[src/rtl/smm_pkg.sv]
`default_nettype none
package smm_pkg;
   // register byte offsets
   localparam logic [7:0] OFS_DELAY_LOW = 8'h34;
   localparam logic [7:0] OFS_DELAY_HIGH = 8'h35;
   localparam logic [7:0] OFS_PULSE_COUNT = 8'h36;
   localparam logic [7:0] OFS_PHASE_LOW = 8'h37;
   localparam logic [7:0] OFS_PHASE_HIGH = 8'h38;
   localparam logic [7:0] OFS_JITTER_TOL = 8'h39;
   localparam logic [7:0] OFS_ALIGN_CTRL = 8'h3A;

   // field widths and positions
   localparam int DELAY_W = 12;
   localparam int PHASE_W = 12;
   localparam int COUNT_W = 8;
   localparam int TOL_W = 6;
   localparam int TOL_IGNORED_LSBS = 2;
   localparam int DELAY_ZERO_LSBS = 2;
   localparam int FRAMES_W = 5;
   localparam int HIGH_FIELD_LSB = 8;
   localparam int HIGH_FIELD_W = 4;

   // reset values
   localparam logic [TOL_W-1:0] TOL_RESET = 6'h00;
   localparam logic [DELAY_W-1:0] DELAY_RESET = 12'h000;
   localparam logic [PHASE_W-1:0] PHASE_RESET = 12'h000;
   localparam logic [COUNT_W-1:0] COUNT_RESET = 8'h00;

   // synchronization modes, in field order 0, 1, 2
   typedef enum logic [1:0] {
      SMM_MODE_MONITOR,
      SMM_MODE_CONTINUOUS,
      SMM_MODE_ONESHOT,
      SMM_MODE_SPARE
   } smm_mode_t;
endpackage
`default_nettype wire

[src/rtl/smm_lmfc_if.sv]
`timescale 1ns/1ps
`default_nettype none
interface smm_lmfc_if;
   logic align_req;
   logic [11:0] target_clks;
   logic [4:0] target_frms;
   logic lmfc_rise;
   logic lmfc_level;
   modport gen (
      input align_req,
      input target_clks,
      input target_frms,
      output lmfc_rise,
      output lmfc_level
   );
   modport ctl (
      output align_req,
      output target_clks,
      output target_frms,
      input lmfc_rise,
      input lmfc_level
   );
endinterface
`default_nettype wire

[src/rtl/smm_lmfc_gen.sv]
`timescale 1ns/1ps
`default_nettype none
module smm_lmfc_gen #(
   parameter int LMFC_CLKS = 128,
   parameter int FRAME_CLKS = 4
) (
   input wire logic clk,
   input wire logic rst_n,
   input wire logic ce,
   smm_lmfc_if.gen lnk
);
   localparam int PH_W = $clog2(LMFC_CLKS);
   localparam int WAIT_W = 18;

   logic [PH_W-1:0] phase, next_phase;
   logic [WAIT_W-1:0] wait_cnt, next_wait_cnt;
   logic waiting, next_waiting;
   logic rise, next_rise;
   logic level, next_level;
   logic [WAIT_W-1:0] target_total;

   // target in dac clocks: clock part plus whole frames
   assign target_total = WAIT_W'(lnk.target_clks) + WAIT_W'(lnk.target_frms) * WAIT_W'(FRAME_CLKS);

   // free-running multiframe phase, restarted when the alignment countdown expires
   always_comb begin
      next_phase = (phase == PH_W'(LMFC_CLKS - 1)) ? '0 : phase + 1'b1;
      next_wait_cnt = wait_cnt;
      next_waiting = waiting;
      if (lnk.align_req) begin
         next_waiting = 1'b1;
         next_wait_cnt = target_total;
      end else if (waiting) begin
         if (wait_cnt == '0) begin
            next_waiting = 1'b0;
            next_phase = '0;
         end else begin
            next_wait_cnt = wait_cnt - 1'b1;
         end
      end
      next_rise = (next_phase == '0);
      next_level = (next_phase < PH_W'(LMFC_CLKS / 2));
   end

   always_ff @(posedge clk) begin
      if (!rst_n) begin
         phase <= '0;
         wait_cnt <= '0;
         waiting <= 1'b0;
         rise <= 1'b0;
         level <= 1'b0;
      end else if (ce) begin
         phase <= next_phase;
         wait_cnt <= next_wait_cnt;
         waiting <= next_waiting;
         rise <= next_rise;
         level <= next_level;
      end
   end

   assign lnk.lmfc_rise = rise;
   assign lnk.lmfc_level = level;
endmodule
`default_nettype wire

[src/rtl/smm_sync_monitor.sv]
// Summary of operation
// - measure reference-to-multiframe edge delay in clocks, 12 bits over two registers
// - two lowest bits of the reported delay always read zero
// - a write to delay or phase registers freezes delay, count, phase for reading
// - keep an 8-bit count of reference pulses, readable
// - any write to the pulse count register clears the count
// - capture reference event phase as 12-bit thermometer code, two registers
// - 6-bit jitter tolerance in clocks, lowest two bits ignored
// - timing variation beyond tolerance raises the jitter condition
// - monitor mode only measures, never realigns the multiframe clock
// - continuous mode realigns on every reference pulse
// - one-shot mode realigns on next pulse, then falls back to monitor
// - alignment puts multiframe edge at target clocks plus frames after reference
// - jitter sets sticky flag bit 4, cleared by writing one
// - jitter reaches interrupt output only when enable bit 4 is one
`timescale 1ns/1ps
`default_nettype none
module smm_sync_monitor #(
   parameter int LMFC_CLKS = 128,
   parameter int FRAME_CLKS = 4
) (
   input wire logic clk,
   input wire logic rst_n,
   input wire logic ce,
   input wire logic ref_in,
   input wire logic [smm_pkg::PHASE_W-1:0] ref_phase_in,
   input wire logic [7:0] reg_addr,
   input wire logic reg_wr,
   input wire logic [7:0] reg_wdata,
   output logic [7:0] reg_rdata,
   input wire logic [smm_pkg::DELAY_W-1:0] target_align_delay_clocks,
   input wire logic [smm_pkg::FRAMES_W-1:0] target_align_delay_frames,
   input wire logic ref_jitter_irq_enable,
   input wire logic ref_jitter_flag_clear,
   output logic ref_jitter_flag,
   output logic jitter_irq,
   output logic lmfc_out
);
   import smm_pkg::*;

   smm_lmfc_if lnk ();

   // address match helper, shared by write strobes and readback
   function automatic logic hit(input logic [7:0] a, input logic [7:0] ofs);
      hit = (a == ofs);
   endfunction

   logic ref_d, ref_rise;
   logic [COUNT_W-1:0] live_count, next_live_count;
   logic [PHASE_W-1:0] live_phase, next_live_phase;
   logic [DELAY_W-1:0] meas_cnt, next_meas_cnt;
   logic meas_run, next_meas_run;
   logic [DELAY_W-1:0] meas_delay, next_meas_delay;
   logic [DELAY_W-1:0] prev_delay, next_prev_delay;
   logic have_prev, next_have_prev;
   logic meas_done;
   logic [DELAY_W-1:0] done_delay, jit_diff, tol_masked;
   logic jit_event;
   logic [DELAY_W-1:0] snap_delay, next_snap_delay;
   logic [PHASE_W-1:0] snap_phase, next_snap_phase;
   logic [COUNT_W-1:0] snap_count, next_snap_count;
   logic [TOL_W-1:0] tol, next_tol;
   smm_mode_t mode, next_mode;
   logic next_flag, next_irq, lmfc_q;
   logic [7:0] next_rdata;
   logic wr_snap, wr_count, wr_tol, wr_ctrl, align_req;

   // write strobes
   assign wr_snap = reg_wr && (hit(reg_addr, OFS_DELAY_LOW) || hit(reg_addr, OFS_DELAY_HIGH)
                    || hit(reg_addr, OFS_PHASE_LOW) || hit(reg_addr, OFS_PHASE_HIGH));
   assign wr_count = reg_wr && hit(reg_addr, OFS_PULSE_COUNT);
   assign wr_tol = reg_wr && hit(reg_addr, OFS_JITTER_TOL);
   assign wr_ctrl = reg_wr && hit(reg_addr, OFS_ALIGN_CTRL);
   assign ref_rise = ref_in && !ref_d;

   // alignment request per mode; spare code behaves as monitor
   always_comb begin
      align_req = 1'b0;
      case (mode)
         SMM_MODE_MONITOR: align_req = 1'b0;
         SMM_MODE_CONTINUOUS: align_req = ref_rise;
         SMM_MODE_ONESHOT: align_req = ref_rise;
         default: align_req = 1'b0;
      endcase
   end

   assign lnk.align_req = align_req;
   assign lnk.target_clks = target_align_delay_clocks;
   assign lnk.target_frms = target_align_delay_frames;

   smm_lmfc_gen #(
      .LMFC_CLKS(LMFC_CLKS),
      .FRAME_CLKS(FRAME_CLKS)
   ) u_gen (
      .clk(clk),
      .rst_n(rst_n),
      .ce(ce),
      .lnk(lnk)
   );

   // delay measurement: count from reference edge to next multiframe edge
   always_comb begin
      next_meas_cnt = meas_cnt;
      next_meas_run = meas_run;
      meas_done = 1'b0;
      done_delay = meas_cnt;
      if (ref_rise && lnk.lmfc_rise) begin
         meas_done = 1'b1;
         done_delay = '0;
         next_meas_run = 1'b0;
      end else if (ref_rise) begin
         next_meas_run = 1'b1;
         next_meas_cnt = DELAY_W'(1);
      end else if (meas_run && lnk.lmfc_rise) begin
         meas_done = 1'b1;
         next_meas_run = 1'b0;
      end else if (meas_run && meas_cnt != '1) begin
         next_meas_cnt = meas_cnt + 1'b1;  // saturates, never wraps
      end
      done_delay[DELAY_ZERO_LSBS-1:0] = '0;
      next_meas_delay = meas_done ? done_delay : meas_delay;
      next_prev_delay = meas_done ? done_delay : prev_delay;
      next_have_prev = have_prev || meas_done;
   end

   // tolerance with its low bits masked
   assign tol_masked = DELAY_W'({tol[TOL_W-1:TOL_IGNORED_LSBS], TOL_IGNORED_LSBS'(0)});
   assign jit_diff = (done_delay >= prev_delay) ? done_delay - prev_delay : prev_delay - done_delay;
   assign jit_event = meas_done && have_prev && (jit_diff > tol_masked);

   // pulse count, phase capture, snapshot and control registers
   always_comb begin
      next_live_count = live_count;
      if (wr_count) begin
         next_live_count = ref_rise ? COUNT_W'(1) : COUNT_RESET;
      end else if (ref_rise) begin
         next_live_count = live_count + 1'b1;
      end
      next_live_phase = ref_rise ? ref_phase_in : live_phase;
      next_snap_delay = wr_snap ? meas_delay : snap_delay;
      next_snap_phase = wr_snap ? live_phase : snap_phase;
      next_snap_count = wr_snap ? live_count : snap_count;
      next_tol = wr_tol ? reg_wdata[TOL_W-1:0] : tol;
      next_mode = mode;
      // software write beats the one-shot fallback in the same cycle
      if (wr_ctrl) begin
         next_mode = smm_mode_t'(reg_wdata[1:0]);
      end else if (mode == SMM_MODE_ONESHOT && ref_rise) begin
         next_mode = SMM_MODE_MONITOR;
      end
      // sticky flag, a same-cycle event beats the clear
      next_flag = jit_event || (ref_jitter_flag && !ref_jitter_flag_clear);
      next_irq = next_flag && ref_jitter_irq_enable;
   end

   // readback mux; reserved bits read zero, unmapped addresses read zero
   always_comb begin
      next_rdata = 8'h00;
      if (hit(reg_addr, OFS_DELAY_LOW)) begin
         next_rdata = snap_delay[7:0];
      end else if (hit(reg_addr, OFS_DELAY_HIGH)) begin
         next_rdata = {4'h0, snap_delay[HIGH_FIELD_LSB +: HIGH_FIELD_W]};
      end else if (hit(reg_addr, OFS_PULSE_COUNT)) begin
         next_rdata = snap_count;
      end else if (hit(reg_addr, OFS_PHASE_LOW)) begin
         next_rdata = snap_phase[7:0];
      end else if (hit(reg_addr, OFS_PHASE_HIGH)) begin
         next_rdata = {4'h0, snap_phase[HIGH_FIELD_LSB +: HIGH_FIELD_W]};
      end else if (hit(reg_addr, OFS_JITTER_TOL)) begin
         next_rdata = {2'h0, tol};
      end else if (hit(reg_addr, OFS_ALIGN_CTRL)) begin
         next_rdata = {6'h00, mode};
      end
   end

   always_ff @(posedge clk) begin
      if (!rst_n) begin
         ref_d <= 1'b0;
         live_count <= COUNT_RESET;
         live_phase <= PHASE_RESET;
         meas_cnt <= DELAY_RESET;
         meas_run <= 1'b0;
         meas_delay <= DELAY_RESET;
         prev_delay <= DELAY_RESET;
         have_prev <= 1'b0;
         snap_delay <= DELAY_RESET;
         snap_phase <= PHASE_RESET;
         snap_count <= COUNT_RESET;
         tol <= TOL_RESET;
         mode <= SMM_MODE_MONITOR;
         ref_jitter_flag <= 1'b0;
         jitter_irq <= 1'b0;
         reg_rdata <= 8'h00;
         lmfc_q <= 1'b0;
      end else if (ce) begin
         ref_d <= ref_in;
         live_count <= next_live_count;
         live_phase <= next_live_phase;
         meas_cnt <= next_meas_cnt;
         meas_run <= next_meas_run;
         meas_delay <= next_meas_delay;
         prev_delay <= next_prev_delay;
         have_prev <= next_have_prev;
         snap_delay <= next_snap_delay;
         snap_phase <= next_snap_phase;
         snap_count <= next_snap_count;
         tol <= next_tol;
         mode <= next_mode;
         ref_jitter_flag <= next_flag;
         jitter_irq <= next_irq;
         reg_rdata <= next_rdata;
         lmfc_q <= lnk.lmfc_level;
      end
   end

   // registered copy keeps the pin glitch-free
   assign lmfc_out = lmfc_q;
endmodule
`default_nettype wire

[config.mk]
export PLATFORM = sky130hd
export DESIGN_NAME = smm_sync_monitor
export DESIGN_NICKNAME = d
export VERILOG_FILES = /design/src/rtl/smm_pkg.sv /design/src/rtl/smm_lmfc_if.sv /design/src/rtl/smm_lmfc_gen.sv /design/src/rtl/smm_sync_monitor.sv
export SDC_FILE = /design/constraint.sdc
export NUM_CORES = 1
export LEC_CHECK = 0
export ABC_CLOCK_PERIOD_IN_PS = 6650
export BUFFER_PORTS_ARGS = -buffer_cell sky130_fd_sc_hd__buf_2
export CAP_MARGIN = 20
export CORE_ASPECT_RATIO = 2
export CORE_UTILIZATION = 35
export DETAILED_ROUTE_END_ITERATION = 8
export SLEW_MARGIN = 10
export SYNTH_ARGS = -nofsm -noshare
export SYNTH_HDL_FRONTEND = slang
export SYNTH_SLANG_ARGS = --single-unit
[constraint.sdc]
create_clock -name clk -period 6.65 [get_ports clk]
set_clock_uncertainty 0.1 [all_clocks]
set_input_delay 0.3325 -clock clk [delete_from_list [all_inputs] [get_ports clk]]
set_output_delay 0.3325 -clock clk [all_outputs]
set_load 0.02 [all_outputs]
==> results.py, run 1 <==
metrics = {
    "timing": {
        "setup_slack_ps": 1720,
        "post-route-period-util_pct": 74.1,
        "tightestPinTransition_ps": 962,
        "hold_violations": 0,
        "max-slew-margin-rel_pct": 35.7,
        "setup_viol": 0,
        "slew_viol_final": 0,
        "fmax_mhz": 203,
        "rsz0062_at_grt": "false",
        "period_needed_ps": 4930,
        "fin_tns_setup_ps": 0,
    },
    "logic_synthesis": {
        "synth-edff-count": 0,
        "synth_top_family_by_area": "simple AND/OR/NAND/NOR gates",
        "ys.flop_type": "dfxtp_1",
        "synth.distinct_cells": 70,
        "syn-num-nets": 961,
        "synthMuxAreaShare_pct": 3.41,
        "synthArstFlopShare_pct": 0,
        "synthXorXnorAreaFrac_pct": 4.95,
        "synthSimpleGateAreaFrac_pct": 24.4,
        "ys_seq_elements": 122,
        "netlist_instances": 873,
        "yosysSeqAreaShare_pct": 35.4,
        "synth.cell_area_um2": 6910,
        "avgSynthCellArea_um2": 7.91,
        "synth_compound_area_share_pct": 19.6,
        "synth-adder-area-share_pct": 6.85,
        "ys_warn_count": 0,
    },
    "clocking": {
        "root_buffer": "clkbuf_16",
        "clockBufferDepth": 2,
        "clk_latency_ps": 430,
        "postCtsSetupBuffers": 0,
        "htreeDepth": 4,
        "cts.clk_slew.worst_paths_ps": 50,
        "hold_buffers": 0,
        "cts_tree": "yes",
        "cts_resized": 0,
        "cts_made_buffers": 17,
        "clock_sinks": 122,
    },
    "grt": {
        "grt_pass1_vias": 5986,
        "grt_max_degree": 73,
        "gr-total-overflow": 0,
        "grt_usage_pct": 18.9,
        "grt_pass1_wl_um": 29400,
        "antenna_found_initial": 1,
    },
    "detailed_routing": {
        "drc": 0,
        "dr.pass1.iters": 6,
        "vias": 6238,
        "wirelength_um": 18700,
        "avgRoutedWirePerCell_um": 15.8,
        "drtIter0Drc": 291,
        "antenna_left": 0,
        "avgViaCountPerCell": 5.27,
    },
    "placed_design": {
        "hpwl_um": 13800,
        "io_buffers": 60,
        "dp_worst_setup_slack_ps": 1740,
        "gp_congestion": 0.919,
    },
    "finish": {
        "fin_util_pct": 41.3,
        "drive_gt1_share_pct": 12.4,
        "nNetsFinal": 999,
        "syn_to_final_growth_pct": 15.7,
    },
    "pwr": {
        "p_switching_uw": 418,
        "power_density_nw_per_um2": 233,
        "p_leak_uw": 0.00317,
        "swShare_pct": 22.4,
        "irDropWorstVdd_uv": 158,
        "power_frac_seq_pct": 40.2,
        "power_frac_comb_pct": 5.2,
        "clkPwrFrac_pct": 54.6,
        "internal_power_uw": 1450,
    },
    "hold_path": {
        "hp-class": "input pin to flip-flop",
    },
    "floorplan": {
        "die_x_um": 101,
        "die_h_um": 201,
        "core_area_um2": 19400,
        "ios": 63,
        "die-area_um2": 20300,
        "rows": 72,
        "start_util_pct": 35.7,
    },
    "outcome": {
        "status": "completed",
    },
    "setup_path": {
        "r2r_slack_ps": 1720,
        "worstPathRequired_ps": 6840,
        "cp_max_fo": 13,
        "critPathArrivalTime_ps": 5120,
        "cp-start-kind": "flip-flop",
        "path_class": "flip-flop to flip-flop",
        "end_kind": "flip-flop",
    },
    "job": {
        "cap_violations": 0,
    },
}
[Yosys cell counts (all sizes together), types with 2 or more instances]
master / instances / area, µm²
nand2b: 8 / 50.1
nor2b: 9 / 56.3
a21boi: 2 / 15.0
a22oi: 6 / 45.0
a21oi: 93 / 469
ha: 33 / 413
nand4b: 6 / 67.6
and3b: 2 / 17.5
o21ai: 49 / 245
and2: 10 / 62.6
a21o: 3 / 22.5
fa: 3 / 60.1
inv: 39 / 146
o211a: 2 / 20.0
xor2: 20 / 175
nor2: 69 / 259
and3: 13 / 81.3
o21bai: 2 / 15.0
o32ai: 2 / 17.5
o22ai: 2 / 12.5
o211ai: 5 / 37.5
nand2: 166 / 623
dfxtp: 122 / 2440
o311ai: 2 / 35.0
nor4: 6 / 52.6
a211o: 4 / 35.0
buf: 18 / 119
clkbuf: 29 / 110
a31oi: 6 / 37.5
a2111oi: 3 / 57.6
nor3b: 6 / 50.1
nand4: 15 / 93.8
a222oi: 5 / 50.1
o221ai: 2 / 17.5
mux2: 4 / 45.0
nor3: 13 / 75.1
o21a: 9 / 67.6
or3: 2 / 12.5
xnor2: 19 / 166
nor4b: 2 / 32.5
a211oi: 7 / 62.6
a32oi: 4 / 35.0
nand3: 21 / 105
mux2i: 19 / 190
[per-stage QoR]
stage / hold slack, ps / area, µm² / instances / total power, µW
floorplan: 332 / 6910 / 873 / 825
global placement: 339 / 7340 / 1150 / 863
detailed placement: 345 / 7340 / 1151 / 864
CTS: 40.1 / 7990 / 1183 / 1880
global route: 55.5 / 7990 / 1184 / 1920
finish: 49.7 / 7990 / 1184 / 1870
[flip-flops by register name (all words and copies together), names as in the netlist, 2 cells and up]
| name | count |
|---|---|
| meas_cnt | 12 |
| u_gen.wait_cnt | 18 |
| mode | 2 |
| snap_count | 8 |
| live_count | 8 |
| prev_delay | 10 |
| reg_rdata | 8 |
| tol | 6 |
| live_phase | 12 |
| snap_phase | 12 |
| snap_delay | 10 |
| u_gen.phase | 7 |
[final cells by class]
cell class / instances / area, µm²
antenna: 1 / 2.50
clock buffer: 23 / 488
clock inverter: 9 / 159
fill: 2018 / 11400
inverter: 39 / 146
multi-input combinational: 665 / 4090
sequential: 122 / 2440
tap: 259 / 324
timing repair buffer: 66 / 343
[routing by layer]
| metal | track usage [%] | routed length [µm] |
|---|---|---|
| met4 | 10.1 | 829 |
| met3 | 3.90 | 612 |
| met2 | 36.5 | 10400 |
| met1 | 17.8 | 6780 |
| met5 | 0 | 0 |
[worst paths after layout]
| path | from | depth (start not counted) | to |
|---|---|---|---|
| worst min-delay path | ref_phase_in[6] | 3 | live_phase[6] |
| worst max register to register | u_gen.lnk.lmfc_rise | 16 | jitter_irq |
| worst min register to register | live_phase[6] | 2 | snap_phase[6] |
| worst max-delay path | u_gen.lnk.lmfc_rise | 16 | jitter_irq |
[worst max-delay path, cell delays in order (launching register included)]
cell and delay [ps]:
dfxtp_1 580, nand2_1 350, nand2_1 200, inv_1 70, ha_1 560, nand4_1 230
o311ai_4 580, mux2_2 400, ha_1 280, nor2b_1 130, o21a_1 160, o21a_1 170
o21a_1 190, a2111oi_4 260, a311oi_1 120, o311ai_1 310, a21oi_1 100
[power groups by stage]
| stage | Sequential (µW) | Clock, µW | Combinational (µW) |
|---|---|---|---|
| floorplan | 765 | 0 | 59.9 |
| global placement | 765 | 0 | 97.8 |
| detailed placement | 766 | 0 | 98.6 |
| CTS | 750 | 1030 | 99.5 |
| global route | 751 | 1060 | 109 |
| finish | 750 | 1020 | 97.8 |
[logic make-up (layout without fill, tap and decap cells)]
logic type      after synthesis  after routing
compound gates              214            214
xor+xnor                     39             39
fa+ha+maj                    36             36
buf+inv                      86            137
flops                       122            122
mux                          23             23
other cells                   0              1
simple gates                353            353
[cell usage in the layout, fill, tap and decap left out, types with 5 or more instances in the layout]
master	netlist	layout
a211oi_1	5	5
a21oi_1	92	92
a222oi_1	5	5
a22oi_1	6	6
a31oi_1	6	6
and2_1	10	10
and3_1	13	13
buf_2	11	61
buf_4	2	5
clkbuf_16	0	17
dfxtp_1	122	122
ha_1	33	33
inv_1	38	38
mux2i_1	19	19
nand2_1	166	166
nand2b_1	8	8
nand3_1	21	21
nand4_1	15	15
nand4b_1	5	5
nor2_1	69	69
nor2b_1	9	9
nor3_1	11	11
nor3b_1	5	5
nor4_1	5	5
o211ai_1	5	5
o21a_1	9	9
o21ai_0	45	45
xnor2_1	19	19
xor2_1	20	20
Note: power is estimated with default switching activity, not from simulation.
==> inputs of run 2 (changes only) <==
- ABC_CLOCK_PERIOD_IN_PS: 6650 -> 4900
- clock period: 6.65 -> 4.9 ns (I/O delays scaled with it)
==> run 2 against run 1 <==
Effect of this change:
- non-clock buffer count increased by 26
- cell area increased by 2.0%
- register-to-register slack got worse by 1200 ps
- sequential power increased by 36%
- via count increased by 1.6%
- global-route usage increased by 1.2 points
- critical endpoint unchanged
- power increased by 28%
- largest cell class unchanged
- core utilization increased by 0.84 points
- flip-flop and latch count unchanged
- wire length increased by 4.3%
- clock-buffer cell count decreased by 6
==> results.py, run 2 (synthesized netlist as in run 1, its figures left out) <==
metrics = {
    "setup_path": {
        "path_cells": "dlygate4sd3_1 > buf_2 > and2b_1 > nand2_2 > nand2_1 > inv_1 > ha_1 > a21oi_2 > and2_1 > o311ai_4 > mux2_2 > ha_1 > nor2b_1 > o21a_1 > o21a_1 > o21a_1 > a2111oi_4 > a311oi_1 > o311ai_1 > a21oi_1",
        "path_buf_inv": 3,
        "worstPathRequired_ps": 5100,
        "path_delay_family": "compound AO/OA/AOI/OAI gates",
        "cp.depth": 20,
        "crit_path_frequent_cell": "o21a_1",
        "end_kind": "flip-flop",
        "cp_slowest_cell": "dlygate4sd3_1",
        "worst_r2r_path_depth": 18,
        "cp-start-kind": "input pin",
        "worstSetupStartpoint": "ref_in",
        "path_class": "input pin to flip-flop",
        "slowest_delay_ps": 550,
        "r2r-start": "ref_d",
        "cp_max_fo": 10,
        "critPathArrivalTime_ps": 4740,
    },
    "outcome": {
        "status": "completed",
    },
    "clocking": {
        "cts_made_buffers": 17,
        "clock_sinks": 122,
        "clockBufferDepth": 2,
        "clk_latency_ps": 430,
        "cts_tree": "yes",
        "cts.clk_slew.worst_paths_ps": 60,
        "htreeDepth": 4,
        "root_buffer": "clkbuf_16",
    },
    "floorplan": {
        "rows": 72,
        "die_x_um": 101,
        "die_h_um": 201,
        "start_util_pct": 35.7,
        "ios": 63,
        "core_area_um2": 19400,
        "die-area_um2": 20300,
    },
    "timing": {
        "max-slew-margin-rel_pct": 37.7,
        "tightestPinTransition_ps": 935,
        "rsz0062_at_grt": "false",
        "fin_tns_setup_ps": 0,
        "setup_viol": 0,
        "post-route-period-util_pct": 92.7,
        "period_needed_ps": 4540,
        "slew_viol_final": 0,
        "whs_ps": 6.34,
        "fmax_mhz": 220,
        "hold_violations": 0,
    },
    "finish": {
        "nFillCells": 1971,
        "top_register": "u_gen.wait_cnt",
        "layout_common_cells": "nand2_1, dfxtp_1, a21oi_1",
        "multi_input_area_um2": 4090,
        "nNetsFinal": 1025,
        "seq_area_um2": 2440,
        "stdcell_count": 1209,
        "drive_gt1_share_pct": 13.1,
        "layout_commonest_cell": "nand2_1",
        "largest_reg_flops": 18,
        "syn_to_final_growth_pct": 18.1,
    },
    "detailed_routing": {
        "wirelength_um": 19500,
        "drc": 0,
        "avgViaCountPerCell": 5.24,
        "dr.pass1.iters": 5,
        "avgRoutedWirePerCell_um": 16.1,
        "antenna_left": 0,
        "drtIter0Drc": 295,
        "vias": 6339,
    },
    "pwr": {
        "irDropWorstVdd_uv": 170,
        "finalPower_uw": 2380,
        "p_leak_uw": 0.00324,
        "power_density_nw_per_um2": 292,
    },
    "grt": {
        "antenna_found_initial": 1,
        "grt_pass1_vias": 6385,
        "grt_max_degree": 70,
        "grt_usage_pct": 20.0,
        "gr-total-overflow": 0,
        "grt_pass1_wl_um": 31100,
    },
    "placed_design": {
        "io_buffers": 60,
        "place_inst": 1158,
        "gp_congestion": 0.903,
        "hpwl_um": 14400,
    },
    "hold_path": {
        "hp-class": "input pin to flip-flop",
        "holdPathStages": 3,
        "hp-start": "ref_phase_in[0]",
    },
    "job": {
        "cap_violations": 0,
    },
}
-- run 2: worst reg2reg max path: cells and delay by family, from the launching register on --
family / cells / cell delay, ps
AO/OA/AOI/OAI: 9 / 1770
adder cells (fa/ha/maj): 2 / 740
buffers and inverters: 1 / 60
flip-flops: 1 / 310
multiplexers: 1 / 390
AND/OR/NAND/NOR: 5 / 950
-- run 2: repair_timing --
action                                  4_1_cts  5_1_grt
gates resized for setup                       0        1
hold buffers                                 19        0
endpoints found under the hold margin        21        0
buffers inserted                              0        0
endpoints found under the setup margin        0        2
-- run 2: worst paths after layout --
check,endpoint,slack (ps)
max,jitter_irq,360
max reg2reg,jitter_irq,480
min,live_phase[0],6
min reg2reg,snap_phase[5],350
-- run 2: final cells by class --
cell class / instances / share of cell area, %
diodes: 1 / 0.0307
multi-input cells: 665 / 50.2
inverters: 39 / 1.80
flip-flops and latches: 122 / 29.9
clock inverters: 14 / 1.70
well taps: 259 / 3.97
clock buffers: 17 / 5.22
repair buffers: 92 / 7.18
-- run 2: metal layers --
layer | track usage [%] | vias to the layer above | routed length, µm
met3 | 3.73 | 61 | 545
met5 | 0 | - | 0
li1 | - | 3174 | -
met2 | 38.3 | 130 | 10900
met1 | 19.1 | 2974 | 7080
met4 | 11.7 | 0 | 905
-- run 2: report_power, final --
part	switching, µW	internal (µW)	leakage [µW]
combinational	89.9	60.8	0.00198
sequential	9.75	1010	0.000987
clock	512	705	0.000269
total	611	1770	0.00324
-- run 2: metrics by stage --
step / setup WS, ps / utilization, % / cell area (µm²)
3_3_place_gp: 400 / 38.2 / 7390
2_1_floorplan: 645 / - / 6910
6_report: 357 / 42.1 / 8160
3_5_place_dp: 346 / 38.2 / 7400
4_1_cts: 234 / 42.1 / 8150
5_1_grt: 6.49 / 42.1 / 8160
